**config.mk**
```make
export PLATFORM = sky130hd
export DESIGN_NAME = sfd_top
export DESIGN_NICKNAME = d
export VERILOG_FILES = /design/src/hw/sfd_top.v /design/src/hw/sfd_bus_slave.v
export VERILOG_INCLUDE_DIRS = /design/src /design/src/hw
export SDC_FILE = /design/constraint.sdc
export NUM_CORES = 1
export LEC_CHECK = 0
export BUFFER_PORTS_ARGS = -buffer_cell sky130_fd_sc_hd__clkbuf_2
export CAP_MARGIN = 15
export CORE_MARGIN = 4
export CORE_UTILIZATION = 60
export CTS_CLUSTER_SIZE = 20
export DETAILED_ROUTE_END_ITERATION = 10
export GPL_TIMING_DRIVEN = 0
export HOLD_SLACK_MARGIN = 0.02
export PLACE_DENSITY = 0.77
export SKIP_CTS_REPAIR_TIMING = 1
export SLEW_MARGIN = 25
export SYNTH_ARGS = -nofsm -noshare
export SYNTH_HDL_FRONTEND = slang
export SYNTH_SLANG_ARGS = --single-unit
```
**constraint.sdc**
```tcl
create_clock -name clk -period 8.2 [get_ports clk]
set_clock_uncertainty 0.1 [all_clocks]
set_input_delay 0.41 -clock clk [delete_from_list [all_inputs] [get_ports clk]]
set_output_delay 0.41 -clock clk [all_outputs]
set_load 0.01 [all_outputs]
```
**src/hw/sfd_map.vh**
```
// register map, field positions, reset values and timing for the detectors
`ifndef SFD_MAP_VH
`define SFD_MAP_VH

// ==========================================================================
// register offsets
`define SFD_OFF_S4_OVTH    8'h18
`define SFD_OFF_S4_OVHY    8'h19
`define SFD_OFF_S4_UVTH    8'h1A
`define SFD_OFF_S4_UVHY    8'h1B
`define SFD_OFF_S4_CFG     8'h1C
`define SFD_OFF_S4_SEL     8'h1D
`define SFD_OFF_HV_OVTH    8'h20
`define SFD_OFF_HV_OVHY    8'h21
`define SFD_OFF_HV_UVTH    8'h22
`define SFD_OFF_HV_CFG     8'h24
`define SFD_OFF_HV_SEL     8'h25
`define SFD_OFF_STATUS     8'h26

// ==========================================================================
// field positions
`define SFD_HY_MSB         4
`define SFD_GF_MSB         4
`define SFD_GF_LSB         2
`define SFD_RS_MSB         1
`define SFD_RS_LSB         0
`define SFD_SEL4_MSB       1
`define SFD_SELH_BIT       0

// ==========================================================================
// reset values
`define SFD_RST_TH         8'h00
`define SFD_RST_HY         5'h00
`define SFD_RST_CFG        5'h00
`define SFD_RST_SEL        2'h0

// ==========================================================================
// fault type and range codes
`define SFD_RS_OV          2'h0
`define SFD_RS_UV_OV       2'h1
`define SFD_RS_UV          2'h2
`define SFD_SEL_HIGH       2'h0
`define SFD_SEL_MID        2'h1

// ==========================================================================
// timing
`define SFD_CLK_MHZ        40
`define SFD_GF0_US         0
`define SFD_GF1_US         5
`define SFD_GF2_US         10
`define SFD_GF3_US         20
`define SFD_GF4_US         30
`define SFD_GF5_US         50
`define SFD_GF6_US         75
`define SFD_GF7_US         100

// arbitrary bus address, no meaning
`define SFD_DEV_ADDR       7'h2A

`endif

```
**src/hw/sfd_top.v**
```verilog
// supply fault detector configuration bank and two detector channels
`timescale 1ns/1ps
`include "sfd_map.vh"

// Functional notes
// - supply-4 overvoltage trip drops by 5-bit hysteresis while overvoltage asserted
// - high-voltage release level is threshold minus hysteresis while overvoltage
// - supply-4 range code 00 selects high range, 2.5 V to 6.0 V
// - supply-4 range code 01 selects mid range, 1.25 V to 3.00 V
// - supply-4 range codes 10 and 11 select ultralow range
module sfd_top #(
  parameter [6:0] DEV_ADDR = `SFD_DEV_ADDR
) (
  input  wire       clk,
  input  wire       rst_n,
  input  wire       scl_in,
  input  wire       sda_in,
  output wire       sda_out,
  output wire       sda_oe,
  input  wire [7:0] sup4_code,
  input  wire [7:0] hv_code,
  output wire       sup4_ov_fault,
  output wire       sup4_uv_fault,
  output wire       sup4_fault,
  output wire       hv_ov_fault,
  output wire       hv_uv_fault,
  output wire       hv_fault,
  output reg        sup4_range_high,
  output reg        sup4_range_mid,
  output reg        sup4_range_ulow,
  output reg        hv_range_high
);
  // ========================================================================
  // register storage, channel 0 is supply 4, channel 1 the high-voltage one
  reg  [7:0]  ovth_r [0:1];
  reg  [4:0]  ovhy_r [0:1];
  reg  [7:0]  uvth_r [0:1];
  reg  [4:0]  s4_uvhy_r;
  reg  [4:0]  cfg_r  [0:1];
  reg  [1:0]  s4_sel_r;
  reg         hv_sel_r;
  reg  [1:0]  ov_q_r;
  reg  [1:0]  uv_q_r;
  reg  [1:0]  flt_r;
  reg  [7:0]  rd_data;

  wire [7:0]  ptr;
  wire        wr_en;
  wire [7:0]  wr_data;
  wire [7:0]  code_w [0:1];
  wire [4:0]  uvhy_w [0:1];

  assign code_w[0] = sup4_code;
  assign code_w[1] = hv_code;
  assign uvhy_w[0] = s4_uvhy_r;
  // the high-voltage channel has no undervoltage hysteresis register
  assign uvhy_w[1] = 5'h00;

  sfd_bus_slave #(
    .DEV_ADDR (DEV_ADDR)
  ) u_bus (
    .clk     (clk),
    .rst_n   (rst_n),
    .scl_in  (scl_in),
    .sda_in  (sda_in),
    .sda_out (sda_out),
    .sda_oe  (sda_oe),
    .ptr_r   (ptr),
    .rd_data (rd_data),
    .wr_en   (wr_en),
    .wr_data (wr_data)
  );

  // ========================================================================
  // register writes; unused bits are not stored and read back as zero
  always @(posedge clk) begin
    if (!rst_n) begin
      ovth_r[0] <= `SFD_RST_TH;
      ovth_r[1] <= `SFD_RST_TH;
      ovhy_r[0] <= `SFD_RST_HY;
      ovhy_r[1] <= `SFD_RST_HY;
      uvth_r[0] <= `SFD_RST_TH;
      uvth_r[1] <= `SFD_RST_TH;
      s4_uvhy_r <= `SFD_RST_HY;
      cfg_r[0]  <= `SFD_RST_CFG;
      cfg_r[1]  <= `SFD_RST_CFG;
      s4_sel_r  <= `SFD_RST_SEL;
      hv_sel_r  <= 1'b0;
    end else if (wr_en) begin
      if (ptr == `SFD_OFF_S4_OVTH) begin
        ovth_r[0] <= wr_data;
      end else if (ptr == `SFD_OFF_S4_OVHY) begin
        ovhy_r[0] <= wr_data[`SFD_HY_MSB:0];
      end else if (ptr == `SFD_OFF_S4_UVTH) begin
        uvth_r[0] <= wr_data;
      end else if (ptr == `SFD_OFF_S4_UVHY) begin
        s4_uvhy_r <= wr_data[`SFD_HY_MSB:0];
      end else if (ptr == `SFD_OFF_S4_CFG) begin
        cfg_r[0] <= wr_data[`SFD_GF_MSB:0];
      end else if (ptr == `SFD_OFF_S4_SEL) begin
        s4_sel_r <= wr_data[`SFD_SEL4_MSB:0];
      end else if (ptr == `SFD_OFF_HV_OVTH) begin
        ovth_r[1] <= wr_data;
      end else if (ptr == `SFD_OFF_HV_OVHY) begin
        ovhy_r[1] <= wr_data[`SFD_HY_MSB:0];
      end else if (ptr == `SFD_OFF_HV_UVTH) begin
        uvth_r[1] <= wr_data;
      end else if (ptr == `SFD_OFF_HV_CFG) begin
        cfg_r[1] <= wr_data[`SFD_GF_MSB:0];
      end else if (ptr == `SFD_OFF_HV_SEL) begin
        hv_sel_r <= wr_data[`SFD_SELH_BIT];
      end
    end
  end

  // ========================================================================
  // read mux; unmapped offsets read zero
  always @* begin
    rd_data = 8'h00;
    if (ptr == `SFD_OFF_S4_OVTH) begin
      rd_data = ovth_r[0];
    end else if (ptr == `SFD_OFF_S4_OVHY) begin
      rd_data = {3'h0, ovhy_r[0]};
    end else if (ptr == `SFD_OFF_S4_UVTH) begin
      rd_data = uvth_r[0];
    end else if (ptr == `SFD_OFF_S4_UVHY) begin
      rd_data = {3'h0, s4_uvhy_r};
    end else if (ptr == `SFD_OFF_S4_CFG) begin
      rd_data = {3'h0, cfg_r[0]};
    end else if (ptr == `SFD_OFF_S4_SEL) begin
      rd_data = {6'h00, s4_sel_r};
    end else if (ptr == `SFD_OFF_HV_OVTH) begin
      rd_data = ovth_r[1];
    end else if (ptr == `SFD_OFF_HV_OVHY) begin
      rd_data = {3'h0, ovhy_r[1]};
    end else if (ptr == `SFD_OFF_HV_UVTH) begin
      rd_data = uvth_r[1];
    end else if (ptr == `SFD_OFF_HV_CFG) begin
      rd_data = {3'h0, cfg_r[1]};
    end else if (ptr == `SFD_OFF_HV_SEL) begin
      rd_data = {7'h00, hv_sel_r};
    end else if (ptr == `SFD_OFF_STATUS) begin
      rd_data = {2'h0, flt_r[1], flt_r[0], uv_q_r[1], ov_q_r[1],
                 uv_q_r[0], ov_q_r[0]};
    end
  end

  // ========================================================================
  // range selection decoded into registered attenuator controls
  always @(posedge clk) begin
    if (!rst_n) begin
      sup4_range_high <= 1'b1;
      sup4_range_mid  <= 1'b0;
      sup4_range_ulow <= 1'b0;
      hv_range_high   <= 1'b0;
    end else begin
      sup4_range_high <= (s4_sel_r == `SFD_SEL_HIGH);
      sup4_range_mid  <= (s4_sel_r == `SFD_SEL_MID);
      sup4_range_ulow <= s4_sel_r[1];
      hv_range_high   <= hv_sel_r;
    end
  end

  // ========================================================================
  // glitch filter delay in cycles; 100 us is 4000 cycles, fits 12 bits
  function [11:0] gf_cycles;
    input [2:0] gf;
    reg   [31:0] t;
    begin
      case (gf)
        3'h0:    t = `SFD_GF0_US * `SFD_CLK_MHZ;
        3'h1:    t = `SFD_GF1_US * `SFD_CLK_MHZ;
        3'h2:    t = `SFD_GF2_US * `SFD_CLK_MHZ;
        3'h3:    t = `SFD_GF3_US * `SFD_CLK_MHZ;
        3'h4:    t = `SFD_GF4_US * `SFD_CLK_MHZ;
        3'h5:    t = `SFD_GF5_US * `SFD_CLK_MHZ;
        3'h6:    t = `SFD_GF6_US * `SFD_CLK_MHZ;
        default: t = `SFD_GF7_US * `SFD_CLK_MHZ;
      endcase
      gf_cycles = t[11:0];
    end
  endfunction

  // ========================================================================
  // detector channels
  genvar ch;
  generate
    for (ch = 0; ch < 2; ch = ch + 1) begin : g_ch
      reg  [11:0] ov_cnt_r;
      reg  [11:0] uv_cnt_r;
      wire [8:0]  ov_dn  = {1'b0, ovth_r[ch]} - {4'h0, ovhy_r[ch]};
      wire [8:0]  uv_up  = {1'b0, uvth_r[ch]} + {4'h0, uvhy_w[ch]};
      // hysteresis clamps at the code range ends rather than wrapping
      wire [7:0]  ov_lvl = ov_q_r[ch] ? (ov_dn[8] ? 8'h00 : ov_dn[7:0])
                                      : ovth_r[ch];
      wire [7:0]  uv_lvl = uv_q_r[ch] ? (uv_up[8] ? 8'hFF : uv_up[7:0])
                                      : uvth_r[ch];
      wire        ov_raw = code_w[ch] > ov_lvl;
      wire        uv_raw = code_w[ch] < uv_lvl;
      wire [1:0]  rs     = cfg_r[ch][`SFD_RS_MSB:`SFD_RS_LSB];
      wire [11:0] dly    = gf_cycles(cfg_r[ch][`SFD_GF_MSB:`SFD_GF_LSB]);
      wire        ov_en  = (rs == `SFD_RS_OV) | (rs == `SFD_RS_UV_OV);
      wire        uv_en  = (rs == `SFD_RS_UV) | (rs == `SFD_RS_UV_OV);

      // a change must persist for the full delay before it is taken
      always @(posedge clk) begin
        if (!rst_n) begin
          ov_q_r[ch] <= 1'b0;
          uv_q_r[ch] <= 1'b0;
          flt_r[ch]  <= 1'b0;
          ov_cnt_r   <= 12'h000;
          uv_cnt_r   <= 12'h000;
        end else begin
          if (ov_raw == ov_q_r[ch]) begin
            ov_cnt_r <= 12'h000;
          end else if (ov_cnt_r >= dly) begin
            ov_q_r[ch] <= ov_raw;
            ov_cnt_r   <= 12'h000;
          end else begin
            ov_cnt_r <= ov_cnt_r + 12'h001;
          end
          if (uv_raw == uv_q_r[ch]) begin
            uv_cnt_r <= 12'h000;
          end else if (uv_cnt_r >= dly) begin
            uv_q_r[ch] <= uv_raw;
            uv_cnt_r   <= 12'h000;
          end else begin
            uv_cnt_r <= uv_cnt_r + 12'h001;
          end
          flt_r[ch] <= (ov_en & ov_q_r[ch]) | (uv_en & uv_q_r[ch]);
        end
      end
    end
  endgenerate

  assign sup4_ov_fault = ov_q_r[0];
  assign sup4_uv_fault = uv_q_r[0];
  assign sup4_fault    = flt_r[0];
  assign hv_ov_fault   = ov_q_r[1];
  assign hv_uv_fault   = uv_q_r[1];
  assign hv_fault      = flt_r[1];
endmodule // sfd_top

```
**src/hw/sfd_bus_slave.v**
```verilog
// two-wire management bus slave: pointer write, byte writes and reads
`timescale 1ns/1ps
`include "sfd_map.vh"

module sfd_bus_slave #(
  parameter [6:0] DEV_ADDR = `SFD_DEV_ADDR
) (
  input  wire       clk,
  input  wire       rst_n,
  input  wire       scl_in,
  input  wire       sda_in,
  output reg        sda_out,
  output reg        sda_oe,
  output reg  [7:0] ptr_r,
  input  wire [7:0] rd_data,
  output reg        wr_en,
  output reg  [7:0] wr_data
);
  localparam [2:0] ST_IDLE = 3'h0;
  localparam [2:0] ST_RX   = 3'h1;
  localparam [2:0] ST_ACK  = 3'h2;
  localparam [2:0] ST_TX   = 3'h3;
  localparam [2:0] ST_RACK = 3'h4;

  // ========================================================================
  // pin synchronisers; only the second stage and its one-cycle delayed copy are looked at
  reg       scl_s1_r;
  reg       scl_s2_r;
  reg       scl_d_r;
  reg       sda_s1_r;
  reg       sda_s2_r;
  reg       sda_d_r;
  reg [2:0] st_r;
  reg [3:0] bit_r;
  reg [7:0] sh_r;
  reg [1:0] byte_r;
  reg       rw_r;

  wire scl_rise = scl_s2_r & ~scl_d_r;
  wire scl_fall = ~scl_s2_r & scl_d_r;
  wire start    = scl_s2_r & scl_d_r & sda_d_r & ~sda_s2_r;
  wire stop     = scl_s2_r & scl_d_r & ~sda_d_r & sda_s2_r;

  always @(posedge clk) begin
    if (!rst_n) begin
      scl_s1_r <= 1'b1;
      scl_s2_r <= 1'b1;
      scl_d_r  <= 1'b1;
      sda_s1_r <= 1'b1;
      sda_s2_r <= 1'b1;
      sda_d_r  <= 1'b1;
    end else begin
      scl_s1_r <= scl_in;
      scl_s2_r <= scl_s1_r;
      scl_d_r  <= scl_s2_r;
      sda_s1_r <= sda_in;
      sda_s2_r <= sda_s1_r;
      sda_d_r  <= sda_s2_r;
    end
  end

  // ========================================================================
  // byte engine; open drain, so the data line is only ever pulled low
  always @(posedge clk) begin
    if (!rst_n) begin
      st_r    <= ST_IDLE;
      bit_r   <= 4'h0;
      sh_r    <= 8'h00;
      byte_r  <= 2'h0;
      rw_r    <= 1'b0;
      ptr_r   <= 8'h00;
      wr_en   <= 1'b0;
      wr_data <= 8'h00;
      sda_out <= 1'b0;
      sda_oe  <= 1'b0;
    end else begin
      wr_en <= 1'b0;
      if (start) begin
        st_r   <= ST_RX;
        bit_r  <= 4'h0;
        byte_r <= 2'h0;
        sda_oe <= 1'b0;
      end else if (stop) begin
        st_r   <= ST_IDLE;
        sda_oe <= 1'b0;
      end else begin
        case (st_r)
          ST_RX: begin
            if (scl_rise && bit_r != 4'h8) begin
              sh_r  <= {sh_r[6:0], sda_s2_r};
              bit_r <= bit_r + 4'h1;
            end else if (scl_fall && bit_r == 4'h8) begin
              if (byte_r == 2'h0) begin
                if (sh_r[7:1] == DEV_ADDR) begin
                  rw_r   <= sh_r[0];
                  sda_oe <= 1'b1;
                  st_r   <= ST_ACK;
                end else begin
                  st_r <= ST_IDLE;
                end
              end else begin
                if (byte_r == 2'h1) begin
                  ptr_r <= sh_r;
                end else begin
                  wr_en   <= 1'b1;
                  wr_data <= sh_r;
                end
                sda_oe <= 1'b1;
                st_r   <= ST_ACK;
              end
              if (byte_r != 2'h2) begin
                byte_r <= byte_r + 2'h1;
              end
            end
          end
          ST_ACK: begin
            if (scl_fall) begin
              bit_r <= 4'h0;
              if (rw_r) begin
                sh_r   <= {rd_data[6:0], 1'b0};
                sda_oe <= ~rd_data[7];
                st_r   <= ST_TX;
              end else begin
                sda_oe <= 1'b0;
                st_r   <= ST_RX;
              end
            end
            if (wr_en) begin
              ptr_r <= ptr_r + 8'h01;
            end
          end
          ST_TX: begin
            if (scl_rise) begin
              bit_r <= bit_r + 4'h1;
            end else if (scl_fall) begin
              if (bit_r == 4'h8) begin
                sda_oe <= 1'b0;
                st_r   <= ST_RACK;
              end else begin
                sda_oe <= ~sh_r[7];
                sh_r   <= {sh_r[6:0], 1'b0};
              end
            end
          end
          ST_RACK: begin
            if (scl_rise) begin
              // a master nack ends the read; wait for stop
              if (sda_s2_r) begin
                st_r <= ST_IDLE;
              end else begin
                ptr_r <= ptr_r + 8'h01;
                st_r  <= ST_ACK;
              end
            end
          end
          default: begin
            sda_oe <= 1'b0;
          end
        endcase
      end
    end
  end
endmodule // sfd_bus_slave

```
## Word level (Yosys, flattened, before mapping)

Memories as Yosys holds them, arrays and structs flattened.
Cells that the tools add are included.
W data, S select, Z words.

| storage, ports and cells | value |
|---|---|
| bits in writable memories | 52 |
| output and inout port bits | 12 |
| word-level logic and storage cells | 351 |
| register bits | 108 |
| memories | 4 |
| bits of input ports | 20 |

Memories:

| name | depth | width | rd ports | clocked after memory_dff | write ports | line | text |
|---|---|---|---|---|---|---|---|
| ovth_r | 2 | 8 | 2 | 0 | 2 | sfd_top.v:35 | `reg [7:0] ovth_r [0:1];` |
| uvth_r | 2 | 8 | 2 | 0 | 2 | sfd_top.v:37 | `reg [7:0] uvth_r [0:1];` |
| cfg_r | 2 | 5 | 2 | 0 | 2 | sfd_top.v:39 | `reg [4:0] cfg_r [0:1];` |
| ovhy_r | 2 | 5 | 2 | 0 | 2 | sfd_top.v:36 | `reg [4:0] ovhy_r [0:1];` |

| cells by class | value |
|---|---|
| magnitude comparators | 8 |
| bitwise operators | 54 |
| $add $sub $neg | 10 |
| multiplexer cells | 142 |
| reductions and logical operators | 35 |
| eq/ne operators | 65 |

Operators with widths:

| cell | count |
|---|---|
| $mux W8 | 32 |
| $pmux W12 S7 | 2 |
| $mux W1 | 82 |
| $add A12 B1 Y12 const B | 4 |
| $eq A8 B5 Y1 const B | 6 |
| $eq A8 B6 Y1 const B | 6 |
| $ge A12 B12 Y1 | 4 |
| $pmux W8 S3 | 2 |
| $not A1 Y1 | 29 |
| $reduce_and A7 Y1 | 4 |
| $eq A3 B3 Y1 const B | 7 |
| $mux W3 | 7 |
| $mux W5 | 4 |
| $ne A2 B1 Y1 const B | 10 |
| $ne A4 B1 Y1 const B | 5 |
| $eq A3 B2 Y1 const B | 6 |
| $mux W6 | 3 |
| $sub A8 B5 Y9 | 2 |
| $gt A8 B8 Y1 | 2 |
| $lt A8 B8 Y1 | 2 |
| $reduce_and A8 Y1 | 2 |
| $reduce_and A5 Y1 | 3 |
| $reduce_or A3 Y1 | 5 |
| $or A1 B1 Y1 | 14 |
| other kinds (32) | 71 |

## Logic depth before layout (Yosys ltp)

| logic depth | value |
|---|---|
| depth after elaboration | 17 |
| mapped depth | 17 |
| depth with buffers taken out | 16 |

## Cells and area by module

From an unflattened synthesis, not the netlist that was laid out.

| second synthesis, totals | value |
|---|---|
| cell total of the unflattened synthesis | 1158 |
| area total of the unflattened synthesis | 10428.8 µm² |

By module, submodules not included:

| module | instances | area an instance (µm²) | seq. area each (µm²) | cells an instance |
|---|---|---|---|---|
| sfd_top | 1 | 8196.6 | 2882.8 | 887 |
| sfd_bus_slave | 1 | 2232.1 | 840.8 | 271 |

## Worst setup path after synthesis

No wires, ideal clock.

| timing path | value |
|---|---|
| kind | flip-flop to flip-flop |
| from | mem ovth_r[0][0] |
| to | reg g_ch[0].ov_cnt_r[10] |
| data required time | 7.972 ns |
| cell stages (with the launch flop) | 18 |
| clock period less this slack | 3.874 ns |
| arrival | 3.647 ns |
| slack | 4.326 ns |
| buffers on the path | 1 |
| library setup time | 0.128 ns |
| path through | edfxtp_1 -> inv_1 -> ha_1 -> fa_1 -> nor2b_1 -> o21ai_0 -> a21boi_0 -> nor2_1 -> nor3_1 -> mux2i_1 -> ha_1 -> a21o_1 -> a21oi_1 -> o21ai_0 -> nor4b_1 -> o41ai_1 -> clkbuf_1 -> nor2_1 |

RTL lines:

| element | line | text |
|---|---|---|
| from (decl) | sfd_top.v:35 |  |
| to (signal assigned) | sfd_top.v:220 | `ov_cnt_r <= ov_cnt_r + 12'h001;` |
| to (decl) | sfd_top.v:189 | `reg [11:0] ov_cnt_r;` |

==> run_results.csv <==
group,metric,value,unit
place,placedInstanceArea,10600,sq um
setup_path,start_kind,"flip-flop",
global_routing,grt_max_degree,17,
cells_and_area,multi_input_area,5960,sq um
sta,worst_pin_slew,0.858,ns
route,ant_nets,0,
floorplanning,coreArea,16600,sq um
global_routing,grt_pass1_vias,8547,
floorplanning,initial_core_util,0.613,
place,portBuffers,30,
cts,cts_buffer_depth,2,
route,vias,8883,
synth,syn_inst,1177,
global_routing,antenna_found_initial,0,
sta,finalSetupTns,0,ns
cells_and_area,syn_to_final_growth,10.1,%
synth,synth_nets,1302,
sta,maxSlewHeadroom,0.423,
synth,syn_area_per_cell,8.64,sq um
sta,fmax,0.216,GHz
min_path,hold_class,"in2reg",
synth,synth_top_area_share,0.213,
route,routedWlPerCell,18.8,microns
place,dpl.hpwl,20500,microns
synth,synth_cell_types,76,
route,drt-pass1-iter-count,5,
global_routing,grt_pass1_wl,44200,microns
sta,finalCritPeriodShare,0.566,
global_routing,grt_overflow_total,0,
synth,synth_area,10200,sq um
route,first_iter_violations,665,
setup_path,critPathRequiredTime,8.41,ns
cells_and_area,fillCellCount,1410,
setup_path,path_class,"reg2reg",
route,met2WireLength,12300,microns
route,top_layer_used,"met4",
floorplanning,die-area,19100,sq um
pwr,p_leak,0.00439,uW
route,drt_drc_violations_left,0,
cts,numCtsBuffers,17,
setup_path,crit_path_end_kind,"flip-flop",
cts,cts.htree.levels,4,
floorplanning,rows,47,
global_routing,grt_usage,0.284,
route,met1_length,12100,microns
route,wl_met3,2340,microns
synth,ys_seq_area_frac,0.366,
status,status,"finished, final reports clean",
cells_and_area,design_area,11200,sq um
sta,rsz0062_at_grt,"false",
synth,synthTopCellsByArea,"dfxtp_1 (21%), edfxtp_1 (15%), ha_1 (13%)",
synth,ys_seq_elements,160,
sta,fin_crit,4.64,ns
cells_and_area,layout_common_cells,"dfxtp_1 (108), nor2_1 (105), nand2_1 (103)",
cts,path_clk_slew,0.07,ns
synth,synth_area_leader_cell,"dfxtp_1",
cells_and_area,final_common_cell,"dfxtp_1",
pwr,vdd_ir_drop_max,0.168,mV
route,totalWireLength,27400,microns
cts,cts_tree,"yes",
floorplanning,die_h,138,microns
job,cap_viol_max_count,0,
place,gp_congestion,1.06,
cts,clk_latency,0.44,ns
cells_and_area,ff_latch_area,3720,sq um
route,viasPerCell,6.08,
cells_and_area,drive_gt1_frac,0.0670,
sta,final-setup-viol-count,0,
sta,final_hold_viol_count,0,
pwr,power-per-cell-area,160,nW/um^2
sta,slew_viol_final,0,
setup_path,crit_path_max_fanout,10,
cts,numClockSinks,160,
synth,synth_enable_flop_cells,52,
floorplanning,die_x,138,microns
cts,cts_root_buf,"clkbuf_16",
synth,yosysWarnings,0,
floorplanning,top_level_ports,32,
synth,synth_flop_cell,"dfxtp_1",
sta,worst_slack,3.56,ns
synth,async_flop_share,0,
place,place_ws,3.62,ns
setup_path,arrival,4.85,ns
cells_and_area,nets,1351,
[power by group]
group	internal, uW	total (uW)	switching (uW)
Clock	460	809	349
Combinational	51.3	135	83.3
Sequential	830	846	15.8
Total	1340	1790	448
[metrics by stage]
stage | cells | total power, uW | utilization | hold slack, ns
after floorplan | 1177 | 951 | - | 0.286
after global placement | 1427 | 990 | 0.639 | 0.289
after detailed placement | 1427 | 995 | 0.639 | 0.298
after CTS | 1459 | 1790 | 0.675 | 0.0423
after global routing | 1459 | 1850 | 0.675 | 0.0586
final | 1460 | 1790 | 0.675 | 0.0492
[critical path, stage by stage (launching register included)]
cell,delay (ns)
edfxtp_1,0.44
ha_1,0.25
fa_1,0.45
a211oi_1,0.28
nor2_1,0.14
or2_2,0.30
nand2_1,0.15
a21oi_1,0.09
a21oi_1,0.15
ha_1,0.27
a2bb2oi_1,0.14
o311a_1,0.18
o41ai_1,0.06
a221oi_1,0.64
xnor2_1,0.30
clkbuf_1,0.43
nor3_1,0.13
[sequential cells by signal, indices dropped and copies added (netlist names), 2 cells and up]
name / flops
u_bus.ptr_r: 8
u_bus.sh_r: 8
ovhy_r: 10
s4_uvhy_r: 5
uvth_r: 16
g_ch.ov_cnt_r: 24
u_bus.st_r: 3
g_ch.uv_cnt_r: 24
u_bus.byte_r: 2
cfg_r: 10
s4_sel_r: 2
ovth_r: 16
u_bus.bit_r: 4
u_bus.wr_data: 8
[per-layer routing]
layer  global-route usage  vias up
met5                    0        -
met4               0.0957        0
met3               0.0715       64
met2                0.455      348
met1                0.378     4180
li1                     -     4291
[final timing paths]
| check | depth (start not counted) | from | slack [ns] | endpoint |
|---|---|---|---|---|
| setup / recovery | 16 | uvth_r[0][0]$_DFFE_PP_ | 3.56 | g_ch[0].uv_cnt_r[5]$_SDFF_PP0_ |
| setup reg to reg | 16 | uvth_r[0][0]$_DFFE_PP_ | 3.56 | g_ch[0].uv_cnt_r[5]$_SDFF_PP0_ |
| hold / removal | 2 | sda_in | 0.05 | u_bus.sda_s1_r$_SDFF_PN1_ |
| hold reg to reg | 1 | u_bus.sda_s1_r$_SDFF_PN1_ | 0.31 | u_bus.sda_s2_r$_SDFF_PN1_ |
[cell type report]
class / instances / share of cell area
Inverter: 75 / 0.0251
Timing Repair Buffer: 30 / 0.0134
Antenna cell: 1 / 0.000223
Tap cell: 220 / 0.0246
Sequential cell: 160 / 0.332
Multi-Input combinational cell: 890 / 0.532
Clock buffer: 20 / 0.0429
Clock inverter: 12 / 0.0107
Buffer: 52 / 0.0189
[synth_stat cells, types with 5 or more instances]
master      n
and3_1     18
nor2_1    105
o211ai_1   12
mux2i_1    27
o31ai_1     5
o22ai_1     9
nor4_1      8
xor2_1     27
edfxtp_1   52
ha_1      102
o21a_1      6
nand3b_1    5
nand2b_1   23
dfxtp_1   108
and2_1     33
xnor2_1    21
a211oi_1   11
or2_2       5
o21ai_0    70
clkbuf_1   43
nand4_1    11
nor3b_1     7
a21oi_1    76
nand2_1   103
a21o_1     11
or3_1       6
nor3_1     35
a32o_1      5
a21boi_0    9
a221oi_1    7
a22oi_1     5
inv_1      74
nor2b_1    23
nand3_1    42
a31oi_1     8
[logic make-up after synthesis]
kind of cell    Yosys count  synth area share
mux                      28            0.0277
flops                   160             0.366
simple gates            442             0.218
buf+inv                 127            0.0485
fa+ha+maj               105             0.131
xor+xnor                 48            0.0413
other cells               1          0.000369
compound gates          266             0.166
No activity file was read; power rests on OpenSTA's default activity.
